[src/uflb_pkg.sv]
// Shared constants and pin bundles for the channel
package uflb_pkg;

  // ----------------------------------------------------------------
  // Register byte offsets
  // ----------------------------------------------------------------
  localparam logic [7:0] DIV_LOWER_OFS = 8'h00;
  localparam logic [7:0] DIV_UPPER_OFS = 8'h04;
  localparam logic [7:0] DIV_FRAC_OFS = 8'h08;
  localparam logic [7:0] INT_EN_OFS = 8'h0c;
  localparam logic [7:0] INT_STAT_OFS = 8'h10;
  localparam logic [7:0] MODEM_CTRL_OFS = 8'h14;
  localparam logic [7:0] ENH_FUNC_OFS = 8'h18;
  localparam logic [7:0] RX_TRIG_OFS = 8'h1c;
  localparam logic [7:0] FLOW_THR_OFS = 8'h20;
  localparam logic [7:0] TX_DATA_OFS = 8'h24;
  localparam logic [7:0] RX_DATA_OFS = 8'h28;
  localparam logic [7:0] LINE_STAT_OFS = 8'h2c;

  // ----------------------------------------------------------------
  // Field positions
  // ----------------------------------------------------------------
  localparam int MCR_DTR_BIT = 0;
  localparam int MCR_RTS_BIT = 1;
  localparam int MCR_PAIR_BIT = 2;
  localparam int MCR_LOOP_BIT = 4;
  localparam int MCR_IR_BIT = 6;
  localparam int EFR_FLOWINT_BIT = 4;
  localparam int EFR_AUTO_RTS_BIT = 6;
  localparam int EFR_AUTO_CTS_BIT = 7;
  localparam int IER_RXDATA_BIT = 0;
  localparam int IER_RTSINT_BIT = 6;
  localparam int IER_CTSINT_BIT = 7;
  localparam int ISR_DELTA_BIT = 5;
  localparam int FLOW_HI_LSB = 0;
  localparam int FLOW_LO_LSB = 8;
  localparam int FLOW_IRINV_BIT = 16;
  localparam int DIV_FRAC_W = 4;

  // ----------------------------------------------------------------
  // Reset values and encodings
  // ----------------------------------------------------------------
  localparam logic [7:0] DIV_LOWER_RST = 8'h01;
  localparam logic [7:0] DIV_UPPER_RST = 8'h00;
  localparam logic [3:0] DIV_FRAC_RST = 4'h0;
  localparam logic [7:0] CTRL_REG_RST = 8'h00;
  localparam logic [3:0] ISR_SRC_NONE = 4'h1;
  localparam logic [3:0] ISR_SRC_RXDATA = 4'h4;

  // ----------------------------------------------------------------
  // Bit timing in 16x samples
  // ----------------------------------------------------------------
  localparam logic [3:0] SAMPLE_LAST = 4'hf;
  localparam logic [3:0] SAMPLE_HALF = 4'h7;
  localparam logic [3:0] IR_PULSE_START = 4'h8;
  localparam logic [3:0] IR_PULSE_LEN = 4'h3;
  localparam logic [4:0] IR_HOLD_SAMPLES = 5'h10;
  localparam logic [2:0] DATA_BIT_LAST = 3'h7;

  // ----------------------------------------------------------------
  // Modem pin bundles, active low
  // ----------------------------------------------------------------
  typedef struct packed {
    logic cts_n;
    logic dsr_n;
    logic cd_n;
    logic ri_n;
  } uflb_modem_in_s;

  typedef struct packed {
    logic rts_n;
    logic dtr_n;
  } uflb_modem_out_s;

endpackage : uflb_pkg

[src/uflb_channel.sv]
// Serial channel with flow control, infrared and loopback
//
// Operation
// - RTS/DTR output pauses the remote; CTS/DSR input pauses our transmitter.
// - Enhanced bits 7:6 enable auto CTS and RTS; control bit 2 picks pair.
// - Flow interrupts need enhanced bit 4 plus enable bit 7 or 6.
// - CTS rising under auto control sets status bit 5 when enabled.
// - Stop request lets current character finish through its stop bit.
// - Transmitter resumes queued characters once CTS goes low again.
// - Fill at trigger level raises receive-data interrupt; reception continues.
// - Auto RTS drops at upper threshold, returns at lower threshold.
// - Infrared enable pin gives the reset default of control bit 6.
// - Infrared receiver is blind while the transmitter is sending.
// - Infrared mode: transmit idles low, receive idles low.
// - Encoder emits a 3/16 bit high pulse per zero bit only.
// - Decoder returns a zero per detected light pulse, else one.
// - Option inverts receive input ahead of the decoder.
// - Control bit 4 selects internal loopback, rest works normally.
// - Loopback feeds transmit shift output into the receive shifter.
// - Loopback holds transmit pin high and RTS, DTR de-asserted.
// - Loopback ignores external CTS, DSR, CD and RI inputs.
`timescale 1ns/1ns
module uflb_channel
  import uflb_pkg::*;
#(
  parameter int RX_DEPTH = 16
)
(
  input wire logic clk,
  input wire logic nrst,
  input wire logic psel,
  input wire logic penable,
  input wire logic pwrite,
  input wire logic [7:0] paddr,
  input wire logic [31:0] pwdata,
  output logic [31:0] prdata,
  output logic pready,
  output logic pslverr,
  input wire logic global_infrared_enable_pin,
  input wire logic rx_pin,
  output logic tx_pin,
  input wire uflb_modem_in_s modem_in,
  output uflb_modem_out_s modem_out
);

  localparam int CW = $clog2(RX_DEPTH) + 1;
  localparam int AW = $clog2(RX_DEPTH);

  typedef enum logic [1:0] {TX_IDLE, TX_START, TX_DATA, TX_STOP} uflb_tx_e;
  typedef enum logic [1:0] {RX_IDLE, RX_START, RX_DATA, RX_STOP} uflb_rx_e;

  function automatic logic addr_mapped(input logic [7:0] a);
    return (a[1:0] == 2'b00) && (a <= LINE_STAT_OFS);
  endfunction : addr_mapped

  // ----------------------------------------------------------------
  // Registers
  // ----------------------------------------------------------------
  logic [7:0] div_lower_q, divisor_upper_byte_q;
  logic [3:0] divisor_fraction_q;
  logic [7:0] interrupt_enable_reg_q, modem_control_reg_q, enhanced_function_reg_q;
  logic [CW-1:0] rx_trig_q, flow_hi_q, flow_lo_q;
  logic ir_invert_q, init_done_q, delta_flow_q, overrun_q;
  logic [7:0] tx_hold_q;
  logic tx_full_q;
  logic [31:0] prdata_q;
  logic pslverr_q;
  logic access, wr, rd;

  assign access = psel && penable;
  assign wr = access && pwrite && addr_mapped(paddr);
  assign rd = access && !pwrite && addr_mapped(paddr);
  assign pready = access;
  assign pslverr = pslverr_q;
  assign prdata = prdata_q;

  // Channel state
  logic loop_en, ir_en;
  logic tick;
  uflb_tx_e tx_st_q;
  uflb_rx_e rx_st_q;
  logic [3:0] tx_ph_q, rx_ph_q;
  logic [2:0] tx_bitn_q, rx_bitn_q;
  logic [7:0] tx_sh_q, rx_sh_q;
  logic tx_ser_q, tx_load, tx_busy;
  logic [7:0] rx_mem [RX_DEPTH];
  logic [AW-1:0] rx_wp_q, rx_rp_q;
  logic [CW-1:0] rx_cnt_q;
  logic rx_push, rx_pop, rx_in, rx_full;
  logic rts_auto_q, rts_ctl, dtr_ctl;
  logic cts_eff_n, dsr_eff_n, flow_in_n, flow_in_q, flow_block;
  logic cts_rise, rts_drop;
  logic ir_tx, ir_rx_bit;

  assign loop_en = modem_control_reg_q[MCR_LOOP_BIT];
  assign ir_en = modem_control_reg_q[MCR_IR_BIT];

  // ----------------------------------------------------------------
  // Control register writes
  // ----------------------------------------------------------------
  always_ff @(posedge clk or negedge nrst) begin
    if (!nrst) begin
      div_lower_q <= DIV_LOWER_RST;
      divisor_upper_byte_q <= DIV_UPPER_RST;
      divisor_fraction_q <= DIV_FRAC_RST;
      interrupt_enable_reg_q <= CTRL_REG_RST;
      enhanced_function_reg_q <= CTRL_REG_RST;
      rx_trig_q <= CW'(1);
      flow_hi_q <= CW'(RX_DEPTH - 2);
      flow_lo_q <= CW'(RX_DEPTH / 4);
      ir_invert_q <= 1'b0;
    end else if (wr) begin
      case (paddr)
        DIV_LOWER_OFS: div_lower_q <= pwdata[7:0];
        DIV_UPPER_OFS: divisor_upper_byte_q <= pwdata[7:0];
        DIV_FRAC_OFS: divisor_fraction_q <= pwdata[DIV_FRAC_W-1:0];
        INT_EN_OFS: interrupt_enable_reg_q <= pwdata[7:0];
        ENH_FUNC_OFS: enhanced_function_reg_q <= pwdata[7:0];
        RX_TRIG_OFS: rx_trig_q <= pwdata[CW-1:0];
        FLOW_THR_OFS: begin
          flow_hi_q <= pwdata[FLOW_HI_LSB +: CW];
          flow_lo_q <= pwdata[FLOW_LO_LSB +: CW];
          ir_invert_q <= pwdata[FLOW_IRINV_BIT];
        end
        default: ;
      endcase
    end
  end

  // Infrared default from pin after reset
  always_ff @(posedge clk or negedge nrst) begin
    if (!nrst) begin
      modem_control_reg_q <= CTRL_REG_RST;
      init_done_q <= 1'b0;
    end else begin
      init_done_q <= 1'b1;
      if (wr && paddr == MODEM_CTRL_OFS) begin
        modem_control_reg_q <= pwdata[7:0];
      end else if (!init_done_q) begin
        modem_control_reg_q[MCR_IR_BIT] <= global_infrared_enable_pin;
      end
    end
  end

  // ----------------------------------------------------------------
  // Bus read path and sticky status
  // ----------------------------------------------------------------
  always_ff @(posedge clk or negedge nrst) begin
    if (!nrst) begin
      prdata_q <= 32'h0000_0000;
      pslverr_q <= 1'b0;
    end else if (psel && !penable) begin
      pslverr_q <= !addr_mapped(paddr);
      case (paddr)
        DIV_LOWER_OFS: prdata_q <= {24'h00_0000, div_lower_q};
        DIV_UPPER_OFS: prdata_q <= {24'h00_0000, divisor_upper_byte_q};
        DIV_FRAC_OFS: prdata_q <= {28'h000_0000, divisor_fraction_q};
        INT_EN_OFS: prdata_q <= {24'h00_0000, interrupt_enable_reg_q};
        INT_STAT_OFS: prdata_q <= {26'h000_0000, delta_flow_q, 1'b0,
          (interrupt_enable_reg_q[IER_RXDATA_BIT] && rx_cnt_q >= rx_trig_q)
          ? ISR_SRC_RXDATA : ISR_SRC_NONE};
        MODEM_CTRL_OFS: prdata_q <= {24'h00_0000, modem_control_reg_q};
        ENH_FUNC_OFS: prdata_q <= {24'h00_0000, enhanced_function_reg_q};
        RX_TRIG_OFS: prdata_q <= 32'(rx_cnt_q);
        FLOW_THR_OFS: prdata_q <= 32'({ir_invert_q, 8'(flow_lo_q), 8'(flow_hi_q)});
        RX_DATA_OFS: prdata_q <= {24'h00_0000, rx_mem[rx_rp_q]};
        LINE_STAT_OFS: prdata_q <= 32'({cts_eff_n, dsr_eff_n,
          loop_en ? 1'b1 : modem_in.cd_n, loop_en ? 1'b1 : modem_in.ri_n,
          flow_block, overrun_q, tx_busy, tx_full_q, rx_cnt_q != '0});
        default: prdata_q <= 32'h0000_0000;
      endcase
    end
  end

  // Hardware set wins over the clear-on-read
  always_ff @(posedge clk or negedge nrst) begin
    if (!nrst) begin
      delta_flow_q <= 1'b0;
      overrun_q <= 1'b0;
    end else begin
      if (cts_rise || rts_drop) begin
        delta_flow_q <= 1'b1;
      end else if (rd && paddr == INT_STAT_OFS) begin
        delta_flow_q <= 1'b0;
      end
      if (rx_push && rx_full) begin
        overrun_q <= 1'b1;
      end else if (rd && paddr == LINE_STAT_OFS) begin
        overrun_q <= 1'b0;
      end
    end
  end

  // ----------------------------------------------------------------
  // 16x sample tick from divisor
  // ----------------------------------------------------------------
  logic [16:0] div_cnt_q;
  logic [3:0] frac_acc_q;
  logic [4:0] frac_sum;

  assign frac_sum = {1'b0, frac_acc_q} + {1'b0, divisor_fraction_q};
  assign tick = (div_cnt_q == 17'h0_0000) && ({divisor_upper_byte_q, div_lower_q} != 16'h0000);

  always_ff @(posedge clk or negedge nrst) begin
    if (!nrst) begin
      div_cnt_q <= 17'h0_0000;
      frac_acc_q <= 4'h0;
    end else if (div_cnt_q != 17'h0_0000) begin
      div_cnt_q <= div_cnt_q - 17'h0_0001;
    end else if (tick) begin
      frac_acc_q <= frac_sum[3:0];
      div_cnt_q <= {1'b0, divisor_upper_byte_q, div_lower_q} - 17'h0_0001
                   + {16'h0000, frac_sum[4]};
    end
  end

  // ----------------------------------------------------------------
  // Flow control pins
  // ----------------------------------------------------------------
  assign rts_ctl = modem_control_reg_q[MCR_RTS_BIT] && (rts_auto_q
    || !(enhanced_function_reg_q[EFR_AUTO_RTS_BIT] && !modem_control_reg_q[MCR_PAIR_BIT]));
  assign dtr_ctl = modem_control_reg_q[MCR_DTR_BIT] && (rts_auto_q
    || !(enhanced_function_reg_q[EFR_AUTO_RTS_BIT] && modem_control_reg_q[MCR_PAIR_BIT]));
  assign cts_eff_n = loop_en ? !rts_ctl : modem_in.cts_n;
  assign dsr_eff_n = loop_en ? !dtr_ctl : modem_in.dsr_n;
  assign flow_in_n = modem_control_reg_q[MCR_PAIR_BIT] ? dsr_eff_n : cts_eff_n;
  assign flow_block = enhanced_function_reg_q[EFR_AUTO_CTS_BIT] && flow_in_n;
  assign cts_rise = flow_block && !flow_in_q && enhanced_function_reg_q[EFR_FLOWINT_BIT]
                    && interrupt_enable_reg_q[IER_CTSINT_BIT];
  assign rts_drop = rts_auto_q && (rx_cnt_q >= flow_hi_q)
                    && enhanced_function_reg_q[EFR_AUTO_RTS_BIT]
                    && enhanced_function_reg_q[EFR_FLOWINT_BIT]
                    && interrupt_enable_reg_q[IER_RTSINT_BIT];

  always_ff @(posedge clk or negedge nrst) begin
    if (!nrst) begin
      rts_auto_q <= 1'b1;
      flow_in_q <= 1'b0;
      modem_out <= '{rts_n: 1'b1, dtr_n: 1'b1};
    end else begin
      flow_in_q <= flow_block;
      if (rx_cnt_q >= flow_hi_q) begin
        rts_auto_q <= 1'b0;
      end else if (rx_cnt_q <= flow_lo_q) begin
        rts_auto_q <= 1'b1;
      end
      modem_out.rts_n <= loop_en || !rts_ctl;
      modem_out.dtr_n <= loop_en || !dtr_ctl;
    end
  end

  // ----------------------------------------------------------------
  // Transmit holder and shifter
  // ----------------------------------------------------------------
  assign tx_busy = (tx_st_q != TX_IDLE);
  assign tx_load = tick && !tx_busy && tx_full_q && !flow_block;

  always_ff @(posedge clk or negedge nrst) begin
    if (!nrst) begin
      tx_hold_q <= 8'h00;
      tx_full_q <= 1'b0;
    end else if (wr && paddr == TX_DATA_OFS) begin
      tx_hold_q <= pwdata[7:0];
      tx_full_q <= 1'b1;
    end else if (tx_load) begin
      tx_full_q <= 1'b0;
    end
  end

  always_ff @(posedge clk or negedge nrst) begin
    if (!nrst) begin
      tx_st_q <= TX_IDLE;
      tx_ph_q <= 4'h0;
      tx_bitn_q <= 3'h0;
      tx_sh_q <= 8'h00;
      tx_ser_q <= 1'b1;
    end else if (tx_load) begin
      tx_st_q <= TX_START;
      tx_sh_q <= tx_hold_q;
      tx_ph_q <= 4'h0;
      tx_ser_q <= 1'b0;
    end else if (tick && tx_busy) begin
      tx_ph_q <= tx_ph_q + 4'h1;
      if (tx_ph_q == SAMPLE_LAST) begin
        case (tx_st_q)
          TX_START: begin
            tx_st_q <= TX_DATA;
            tx_bitn_q <= 3'h0;
            tx_ser_q <= tx_sh_q[0];
          end
          TX_DATA: begin
            tx_sh_q <= {1'b0, tx_sh_q[7:1]};
            tx_bitn_q <= tx_bitn_q + 3'h1;
            if (tx_bitn_q == DATA_BIT_LAST) begin
              tx_st_q <= TX_STOP;
              tx_ser_q <= 1'b1;
            end else begin
              tx_ser_q <= tx_sh_q[1];
            end
          end
          TX_STOP: tx_st_q <= TX_IDLE;
          default: tx_st_q <= TX_IDLE;
        endcase
      end
    end
  end

  always_ff @(posedge clk or negedge nrst) begin
    if (!nrst) begin
      tx_pin <= 1'b1;
    end else begin
      tx_pin <= loop_en ? 1'b1 : (ir_en ? ir_tx : tx_ser_q);
    end
  end

  uflb_ir_codec u_ir (
    .clk(clk),
    .nrst(nrst),
    .tick(tick),
    .phase(tx_ph_q),
    .tx_bit(tx_ser_q),
    .tx_active(tx_busy),
    .rx_pin(rx_pin),
    .rx_invert(ir_invert_q),
    .ir_tx(ir_tx),
    .rx_bit(ir_rx_bit)
  );

  // ----------------------------------------------------------------
  // Receive shifter
  // ----------------------------------------------------------------
  assign rx_in = loop_en ? tx_ser_q
               : (ir_en ? (tx_busy || ir_rx_bit) : rx_pin);
  assign rx_push = tick && rx_st_q == RX_STOP && rx_ph_q == SAMPLE_LAST && rx_in;

  always_ff @(posedge clk or negedge nrst) begin
    if (!nrst) begin
      rx_st_q <= RX_IDLE;
      rx_ph_q <= 4'h0;
      rx_bitn_q <= 3'h0;
      rx_sh_q <= 8'h00;
    end else if (tick) begin
      rx_ph_q <= rx_ph_q + 4'h1;
      case (rx_st_q)
        RX_IDLE: begin
          rx_ph_q <= 4'h0;
          if (!rx_in) begin
            rx_st_q <= RX_START;
          end
        end
        RX_START: begin
          if (rx_ph_q == SAMPLE_HALF) begin
            rx_ph_q <= 4'h0;
            rx_bitn_q <= 3'h0;
            rx_st_q <= rx_in ? RX_IDLE : RX_DATA;
          end
        end
        RX_DATA: begin
          if (rx_ph_q == SAMPLE_LAST) begin
            rx_sh_q <= {rx_in, rx_sh_q[7:1]};
            rx_bitn_q <= rx_bitn_q + 3'h1;
            if (rx_bitn_q == DATA_BIT_LAST) begin
              rx_st_q <= RX_STOP;
            end
          end
        end
        RX_STOP: begin
          if (rx_ph_q == SAMPLE_LAST) begin
            rx_st_q <= RX_IDLE;
          end
        end
        default: rx_st_q <= RX_IDLE;
      endcase
    end
  end

  // ----------------------------------------------------------------
  // Receive FIFO
  // ----------------------------------------------------------------
  assign rx_full = (rx_cnt_q == CW'(RX_DEPTH));
  assign rx_pop = rd && paddr == RX_DATA_OFS && rx_cnt_q != '0;

  always_ff @(posedge clk) begin
    if (rx_push && !rx_full) begin
      rx_mem[rx_wp_q] <= rx_sh_q;
    end
  end

  always_ff @(posedge clk or negedge nrst) begin
    if (!nrst) begin
      rx_wp_q <= '0;
      rx_rp_q <= '0;
      rx_cnt_q <= '0;
    end else begin
      if (rx_push && !rx_full) begin
        rx_wp_q <= rx_wp_q + AW'(1);
      end
      if (rx_pop) begin
        rx_rp_q <= rx_rp_q + AW'(1);
      end
      case ({rx_push && !rx_full, rx_pop})
        2'b10: rx_cnt_q <= rx_cnt_q + CW'(1);
        2'b01: rx_cnt_q <= rx_cnt_q - CW'(1);
        default: ;
      endcase
    end
  end

endmodule : uflb_channel

[src/uflb_ir_codec.sv]
// Infrared pulse encoder and decoder for one channel
`timescale 1ns/1ns
module uflb_ir_codec
  import uflb_pkg::*;
(
  input wire logic clk,
  input wire logic nrst,
  input wire logic tick,
  input wire logic [3:0] phase,
  input wire logic tx_bit,
  input wire logic tx_active,
  input wire logic rx_pin,
  input wire logic rx_invert,
  output logic ir_tx,
  output logic rx_bit
);

  logic lit;
  logic lit_q;
  logic [4:0] hold_q;

  // ----------------------------------------------------------------
  // Encoder
  // ----------------------------------------------------------------
  always_ff @(posedge clk or negedge nrst) begin
    if (!nrst) begin
      ir_tx <= 1'b0;
    end else if (tick) begin
      ir_tx <= tx_active && !tx_bit && (phase >= IR_PULSE_START)
               && (phase < 4'(IR_PULSE_START + IR_PULSE_LEN));
    end
  end

  // ----------------------------------------------------------------
  // Decoder, pulse stretched to one bit
  // ----------------------------------------------------------------
  assign lit = rx_pin ^ rx_invert;

  always_ff @(posedge clk or negedge nrst) begin
    if (!nrst) begin
      lit_q <= 1'b0;
      hold_q <= 5'h00;
    end else begin
      lit_q <= lit;
      if (lit && !lit_q && !tx_active) begin
        hold_q <= IR_HOLD_SAMPLES;
      end else if (tick && hold_q != 5'h00) begin
        hold_q <= hold_q - 5'h01;
      end
    end
  end

  assign rx_bit = (hold_q == 5'h00);

endmodule : uflb_ir_codec

[config.mk]
export PLATFORM = sky130hd
export DESIGN_NAME = uflb_channel
export DESIGN_NICKNAME = d
export VERILOG_FILES = /design/src/uflb_pkg.sv /design/src/uflb_channel.sv /design/src/uflb_ir_codec.sv
export SDC_FILE = /design/constraint.sdc
export NUM_CORES = 1
export LEC_CHECK = 0
export BUFFER_PORTS_ARGS = -buffer_cell sky130_fd_sc_hd__buf_2
export CAP_MARGIN = 20
export CORE_ASPECT_RATIO = 0.6
export CORE_MARGIN = 4
export CORE_UTILIZATION = 61
export CTS_CLUSTER_SIZE = 30
export DETAILED_ROUTE_END_ITERATION = 10
export PLACE_DENSITY = 0.79
export SLEW_MARGIN = 20
export SYNTH_ARGS = -nofsm -noshare
export SYNTH_HDL_FRONTEND = slang
export SYNTH_SLANG_ARGS = --single-unit
export TNS_END_PERCENT = 5
[constraint.sdc]
create_clock -name clk -period 3.8 [get_ports clk]
set_input_delay 0 -clock clk [delete_from_list [all_inputs] [get_ports clk]]
set_output_delay 0 -clock clk [all_outputs]
set_load 0.03 [all_outputs]
== After elaboration in Yosys (flattened, before gate mapping) ==
Memories as Yosys holds them, arrays and structs flattened.
Index checks and enable logic that the tools add are counted.
Widths: inputs -> output; s select.
Storage, ports and cells
  flip-flop bits (word level): 186
  bits of input ports: 51
  output and inout port bits: 37
  memory bits (writable): 128
  memories kept: 1
  logic and storage cells: 251
Memories
  rx_mem: depth 16, bits a word 8, read ports 1, clocked after memory_dff 0, write ports 1, RTL line uflb_channel.sv:86  | logic [7:0] rx_mem [RX_DEPTH];
Operators by class
  bitwise gates (word level): 3
  reduce and logical (&&, ||, !) cells: 100
  magnitude comparators: 6
  multiplexer cells: 57
  equality and inequality tests: 31
  add/sub/neg operators: 13
Operators by type and width (count)
  $pmux 17 s11: 1
  $logic_and 1x1->1: 42
  $mux 17: 2
  $eq 8x5->1 const B: 4
  $eq 8x6->1 const B: 4
  $mux 8: 4
  $reduce_bool 2->1: 13
  $mux 1: 25
  $mux 2: 10
  $add 17x1->17: 1
  $logic_not 17->1: 1
  $reduce_bool 17->1: 1
  $sub 16x1->17 const B: 1
  $sub 17x1->17 const B: 1
  $add 4x1->4 const B: 4
  $eq 8x4->1 const B: 2
  $reduce_and 2->1: 8
  $reduce_bool 16->1: 1
  $logic_not 1->1: 14
  $mux 4: 3
  $pmux 3 s2: 2
  $reduce_and 3->1: 4
  $ge 5x5->1: 2
  $mux 5: 2
  34 further kinds: 58

== Logic depth before layout (Yosys ltp) ==
  word-level depth: 14
  depth in mapped cells: 19
  depth with buffers taken out: 17

== By module ==
A second synthesis with hierarchy kept.
Second synthesis, totals
  cell total of the unflattened synthesis: 1130
  area, all modules: 14144.8 sq um
Modules (own cells, without submodules)
  uflb_channel: area an instance 13802.0 sq um, instances 1, seq. area each 7886.3 sq um, cells each 1096
  uflb_ir_codec: area an instance 342.8 sq um, instances 1, seq. area each 175.2 sq um, cells each 34

== Worst setup path after synthesis ==
Ideal clock, no wire load.
  path kind: register to register
  start: reg u_ir.hold_q[0]
  end: reg rx_cnt_q[4]
  arrival: 3.215 ns
  clock period less this slack: 3.343 ns
  path buffers: 2
  slack: 0.457 ns
  library setup time: 0.129 ns
  data required time: 3.671 ns
  cell stages (with the launch flop): 18
  cell sequence: dfrtp_1 inv_1 ha_1 or4b_1 a311oi_1 a21o_1 and3_1 and3_4 buf_6 buf_6 inv_1 ha_1 ha_1 a21o_1 a21oi_1 xnor2_1 nor2_1 xor2_1
On the way
  word-level cells in the longest chain between the ends: 8
  elaborated cells between the ends (all ways): 10
  classes of those cells: eq/ne (2); mux (3); reduce/logical (5)
Ends and longest elaborated chain
  start, declared: RTL line uflb_ir_codec.sv:20  | logic [4:0] hold_q;
  start signal, assigned: RTL line uflb_ir_codec.sv:48  | hold_q <= hold_q - 5'h01;
  $logic_not 5->1 *: RTL line uflb_ir_codec.sv:53  | assign rx_bit = (hold_q == 5'h00);
  $logic_or 1x1->1 *: RTL line uflb_channel.sv:333  | : (ir_en ? (tx_busy || ir_rx_bit) : rx_pin);
  $mux 1 *: RTL line uflb_channel.sv:333
  $mux 1 *: RTL line uflb_channel.sv:332  | assign rx_in = loop_en ? tx_ser_q
  $logic_and 1x1->1 *: RTL line uflb_channel.sv:334  | assign rx_push = tick && rx_st_q == RX_STOP && rx_ph_q == SAMPLE_LAST && rx_in;
  $logic_and 1x1->1 *: RTL line uflb_channel.sv:401  | case ({rx_push && !rx_full, rx_pop})
  $eq 2x1->1 / $eq 2x2->1 (equally long branches): RTL line uflb_channel.sv:401
  $pmux 5 s2 / $reduce_bool 2->1 (equally long branches)
  end signal, assigned: RTL line uflb_channel.sv:402  | 2'b10: rx_cnt_q <= rx_cnt_q + CW'(1);
  end signal, assigned: RTL line uflb_channel.sv:403  | 2'b01: rx_cnt_q <= rx_cnt_q - CW'(1);
  end, declared: RTL line uflb_channel.sv:88  | logic [CW-1:0] rx_cnt_q;
Mark *: on every way between the ends. The rest lies on a longest branch, timed or not.
A chain may end at the register's enable or synchronous reset.

== Final worst setup path ==
Same ends and word-level chain as after synthesis.

==> PnR_summary.wiki <==
{| class="wikitable"
! Metric !! Value
|-
| Power consumption || 0.00701 W
|-
| Via-to-Cell Ratio || 6.28
|-
| Utilization after layout || 0.693
|-
| Setup violations, final || 0
|-
| Setup crit end || rx_cnt_q[4]$_DFFE_PN0P_
|-
| Deepest clock path buffer count || 3
|-
| Dominant combinational cell family by area after synthesis || multiplexers
|-
| Async set-or-reset flop fraction in the synthesized netlist || 0.568
|-
| Fraction of post-synthesis cell area in the top cell type by area || 0.274
|-
| Peak fanout along the critical path || 6
|-
| Launch point of the critical path || u_ir.hold_q[0]$_DFFE_PN0P_
|-
| Netlist Area Pre-Place || 14,300 µm²
|-
| Per-instance average area after synthesis || 12.7 µm²
|-
| Synthesized flop and latch total || 296
|-
| Sequential fraction of the synthesis area || 0.562
|-
| EDFF count, synth || 128
|-
| Slew at the pin with the worst max-slew slack || 1.06 ns
|-
| Die outline height || 127 µm
|-
| Max VDD drop || 0.000294 V
|-
| Count of clock tree sinks || 296
|-
| DIE AREA || 26,100 µm²
|-
| Antenna-violating nets left || 0
|-
| TritonCTS clock tree || built
|-
| Area share of and/or/nand/nor cells after synthesis || 0.119
|-
| Core region area || 23,100 µm²
|-
| Arrival time at the worst endpoint || 4.05 ns
|-
| Inserted Diodes || 0
|-
| Tightest slew margin relative to the limit || 0.292
|-
| Leading area contributor after synthesis || sky130_fd_sc_hd__dfrtp_1
|-
| Initial DRT Pass Iterations || 7
|-
| Via count of the first global-routing pass || 9,440
|-
| Hold/Removal Path Class || input port to async pin
|-
| Number of DRC markers in iteration 0 || 1,215
|-
| End of the worst register-to-register path || rx_cnt_q[4]$_DFFE_PN0P_
|-
| Final cell area excluding filler cells || 16,000 µm²
|-
| Hold violation count in the final report || 0
|-
| List of cells traversed by the critical path || inv_1 > ha_1 > or4b_1 > a311oi_1 > a21o_1 > and3_4 > and3_4 > inv_1 > ha_2 > inv_2 > fa_1 > inv_1 > a21o_1 > a21oi_1 > xnor2_1 > nor2_1 > xor2_1
|-
| Area growth, synth to finish || 11.7%
|-
| Clock-pin slew of the registers on the worst-case setup and hold paths || 0.07 ns
|-
| Synthesized-area fraction occupied by xor and xnor cells || 0.0238
|-
| Kind of critical path || register to register
|-
| Area share of fa/ha/maj cells after synthesis || 0.0412
|-
| Worst r2r path cells || 17
|-
| # H-tree levels || 1
|-
| Maximum number of pins on one net before global-route repair || 101
|-
| Static power due to leakage || 6.68 nW
|-
| Mux cell area share after synthesis || 0.135
|-
| Reg2Reg Setup Slack || 0.14 ns
|-
| Worst setup timing slack at the placement stage || 0.208 ns
|-
| Most used DFF post-synth || sky130_fd_sc_hd__dfrtp_1
|-
| Global-route usage over all layers || 0.274
|-
| Endpoint required time on the critical path || 4.19 ns
|-
| Half-perimeter wire length of the detailed placement result || 24.9 mm
|-
| Area fraction in compound gates after synthesis || 0.0790
|-
| Instance area after placement || 14,800 µm²
|-
| Post-route fraction of the period consumed by the critical path || 0.963
|-
| Delay contributed by the slowest stage of the critical path || 0.46 ns
|-
| Hold WS || 0.0318 ns
|-
| Number of nets in the final layout || 1,305
|-
| Vias post-DR || 9,689
|-
| # port buffers || 51
|-
| Number of design rule violations left after detail routing || 0
|-
| Yosys warning total || 0
|-
| Worst Skew || 0.00849 ns
|-
| Library cell appearing most often on the critical path || sky130_fd_sc_hd__inv_1
|-
| Maxcap violations || 0
|-
| Leading cell types by count after synthesis || sky130_fd_sc_hd__dfrtp_1, sky130_fd_sc_hd__edfxtp_1, sky130_fd_sc_hd__nand2_1, sky130_fd_sc_hd__mux2_2, sky130_fd_sc_hd__nor2_1
|-
| First-pass GRT wire length || 55.0 mm
|-
| Initial core utilization || 0.620
|-
| Pins Over Slew Limit || 0
|-
| Slowest cell on the critical path || sky130_fd_sc_hd__or4b_1
|-
| Skew-Pair Late Insertion Delay || 0.53 ns
|-
| Number of cells produced by synthesis || 1,132
|-
| Average wire per cell in the routed design || 22.9 µm
|-
| Final GP Congestion || 0.961
|-
| Fraction of final layout cells with drive strength greater than 1 || 0.217
|-
| Cell at the root of the clock tree || sky130_fd_sc_hd__clkbuf_16
|-
| Clock buffer count from CTS || 27
|-
| Power density of the placed cells || 437 nW/µm²
|-
| Min cycle time layout || 3.66 ns
|-
| Reg-to-reg startpoint || u_ir.hold_q[0]$_DFFE_PN0P_
|-
| Kind of end point of the critical path || register
|-
| Initial antenna violation count || 0
|-
| Timing-limited maximum frequency || 273 MHz
|-
| Startpoint types || register
|-
| Cell Rows || 43
|-
| Final setup margin || 0.140 ns
|-
| Run status || finished clean
|-
| Cell with the most instances after synthesis || sky130_fd_sc_hd__dfrtp_1
|-
| Unique cell type count in the Yosys netlist || 79
|-
| Leading cell types by total area after synthesis || sky130_fd_sc_hd__dfrtp_1, sky130_fd_sc_hd__edfxtp_1, sky130_fd_sc_hd__mux2_2
|-
| GRT overflow || 0
|-
| Routed Wire Length || 35.3 mm
|-
| I/O pin count || 88
|-
| Die width || 206 µm
|}
-- metrics by stage --
stage          setup TNS, ns  instances
6_report                   0       1543
5_1_grt              -0.0593       1543
4_1_cts                    0       1537
3_5_place_dp               0       1461
3_3_place_gp               0       1461
2_1_floorplan              0       1149
-- where the power goes --
part           switching (W)  leakage [nW]  total [W]  internal [W]
combinational       0.000399          2.88   0.000690      0.000291
sequential          0.000201          3.40    0.00368       0.00348
clock                0.00119         0.400    0.00264       0.00145
-- timing repair --
| item | in CTS | in global routing |
|---|---|---|
| endpoints found under the hold margin | 145 | 0 |
| resized for setup | 0 | 4 |
| setup endpoints to repair | 0 | 1 |
| hold buffers | 27 | 0 |
| buffers inserted | 0 | 5 |
-- worst min path at each step --
stage,startpoint,end,slack (ns),cells after the start
finish,nrst,prdata[10]$_DFFE_PN0P_,0.03,2
global route,modem_in[3],prdata[8]$_DFFE_PN0P_,0.05,5
CTS,modem_in[3],prdata[8]$_DFFE_PN0P_,0.04,5
detailed placement,nrst,prdata[10]$_DFFE_PN0P_,0.04,1
global placement,nrst,prdata[10]$_DFFE_PN0P_,0.04,1
floorplan,nrst,async pin,-0.30,0
-- placed cells by master (no fill, tap or decap), drive strengths merged, types with 7 or more instances in the layout --
| cell type | netlist | layout |
|---|---|---|
| mux2i | 41 | 41 |
| clkinvlp | 0 | 7 |
| o21ai | 41 | 41 |
| nor2b | 15 | 15 |
| nor3 | 24 | 24 |
| ha | 44 | 44 |
| and3 | 10 | 11 |
| mux2 | 79 | 79 |
| edfxtp | 128 | 128 |
| nor4 | 14 | 14 |
| o22ai | 10 | 10 |
| clkbuf | 31 | 30 |
| and4 | 8 | 8 |
| dfrtp | 157 | 157 |
| a21o | 10 | 10 |
| xor2 | 13 | 13 |
| a221oi | 12 | 12 |
| dfstp | 11 | 11 |
| a21oi | 40 | 40 |
| clkinv | 1 | 11 |
| nand2 | 92 | 92 |
| xnor2 | 26 | 26 |
| conb | 2 | 19 |
| mux4 | 27 | 27 |
| dlygate4sd3 | 0 | 27 |
| nor2 | 62 | 62 |
| inv | 38 | 38 |
| and4b | 8 | 8 |
| buf | 45 | 78 |
| nand3 | 34 | 34 |
-- worst max-delay path, delay by kind of cell, from the launching register on --
| kind | cells | cell delay, ns |
|---|---|---|
| AND/OR/NAND/NOR | 4 | 1.02 |
| flip-flops | 1 | 0.41 |
| AO/OA/AOI/OAI | 4 | 0.87 |
| adder cells (fa/ha/maj) | 3 | 0.61 |
| XOR/XNOR | 2 | 0.29 |
| buffers and inverters | 4 | 0.31 |
-- final cells by class --
class,count,area (µm²)
Tap cell,315,394
Clock buffer,30,687
Sequential cell,296,8060
Multi-Input combinational cell,739,5830
Fill cell,1597,7100
Timing Repair Buffer,105,747
Clock inverter,19,163
Inverter,39,146
-- logic make-up (layout without fill, tap and decap cells) --
family,count (synthesis),in the layout
AO/OA/AOI/OAI,173,173
XOR/XNOR,39,39
adder cells (fa/ha/maj),46,46
buffers and inverters,115,193
flip-flops,296,296
multiplexers,147,147
other,2,19
AND/OR/NAND/NOR,314,315
-- state kept, by name, indices dropped and copies added (netlist names), 4 cells and up, named ones only --
signal	count
divisor_upper_byte_q	8
rx_ph_q	4
div_cnt_q	17
rx_rp_q	4
flow_hi_q	5
tx_sh_q	8
tx_ph_q	4
rx_cnt_q	5
interrupt_enable_reg_q	8
divisor_fraction_q	4
rx_sh_q	8
enhanced_function_reg_q	8
modem_control_reg_q	8
tx_hold_q	8
rx_wp_q	4
rx_trig_q	5
prdata	14
u_ir.hold_q	5
frac_acc_q	4
div_lower_q	8
rx_mem	128
flow_lo_q	5
-- routing by layer --
layer | vias to the layer above | global-route usage | part of all wire
met1 | 4780 | 0.445 | 0.46
li1 | 4327 | - | -
met3 | 61 | 0.0838 | 0.12
met4 | 0 | 0.0450 | 0.020
met2 | 521 | 0.370 | 0.40
met5 | - | 0 | 0
(Power assumes the default switching activity.)
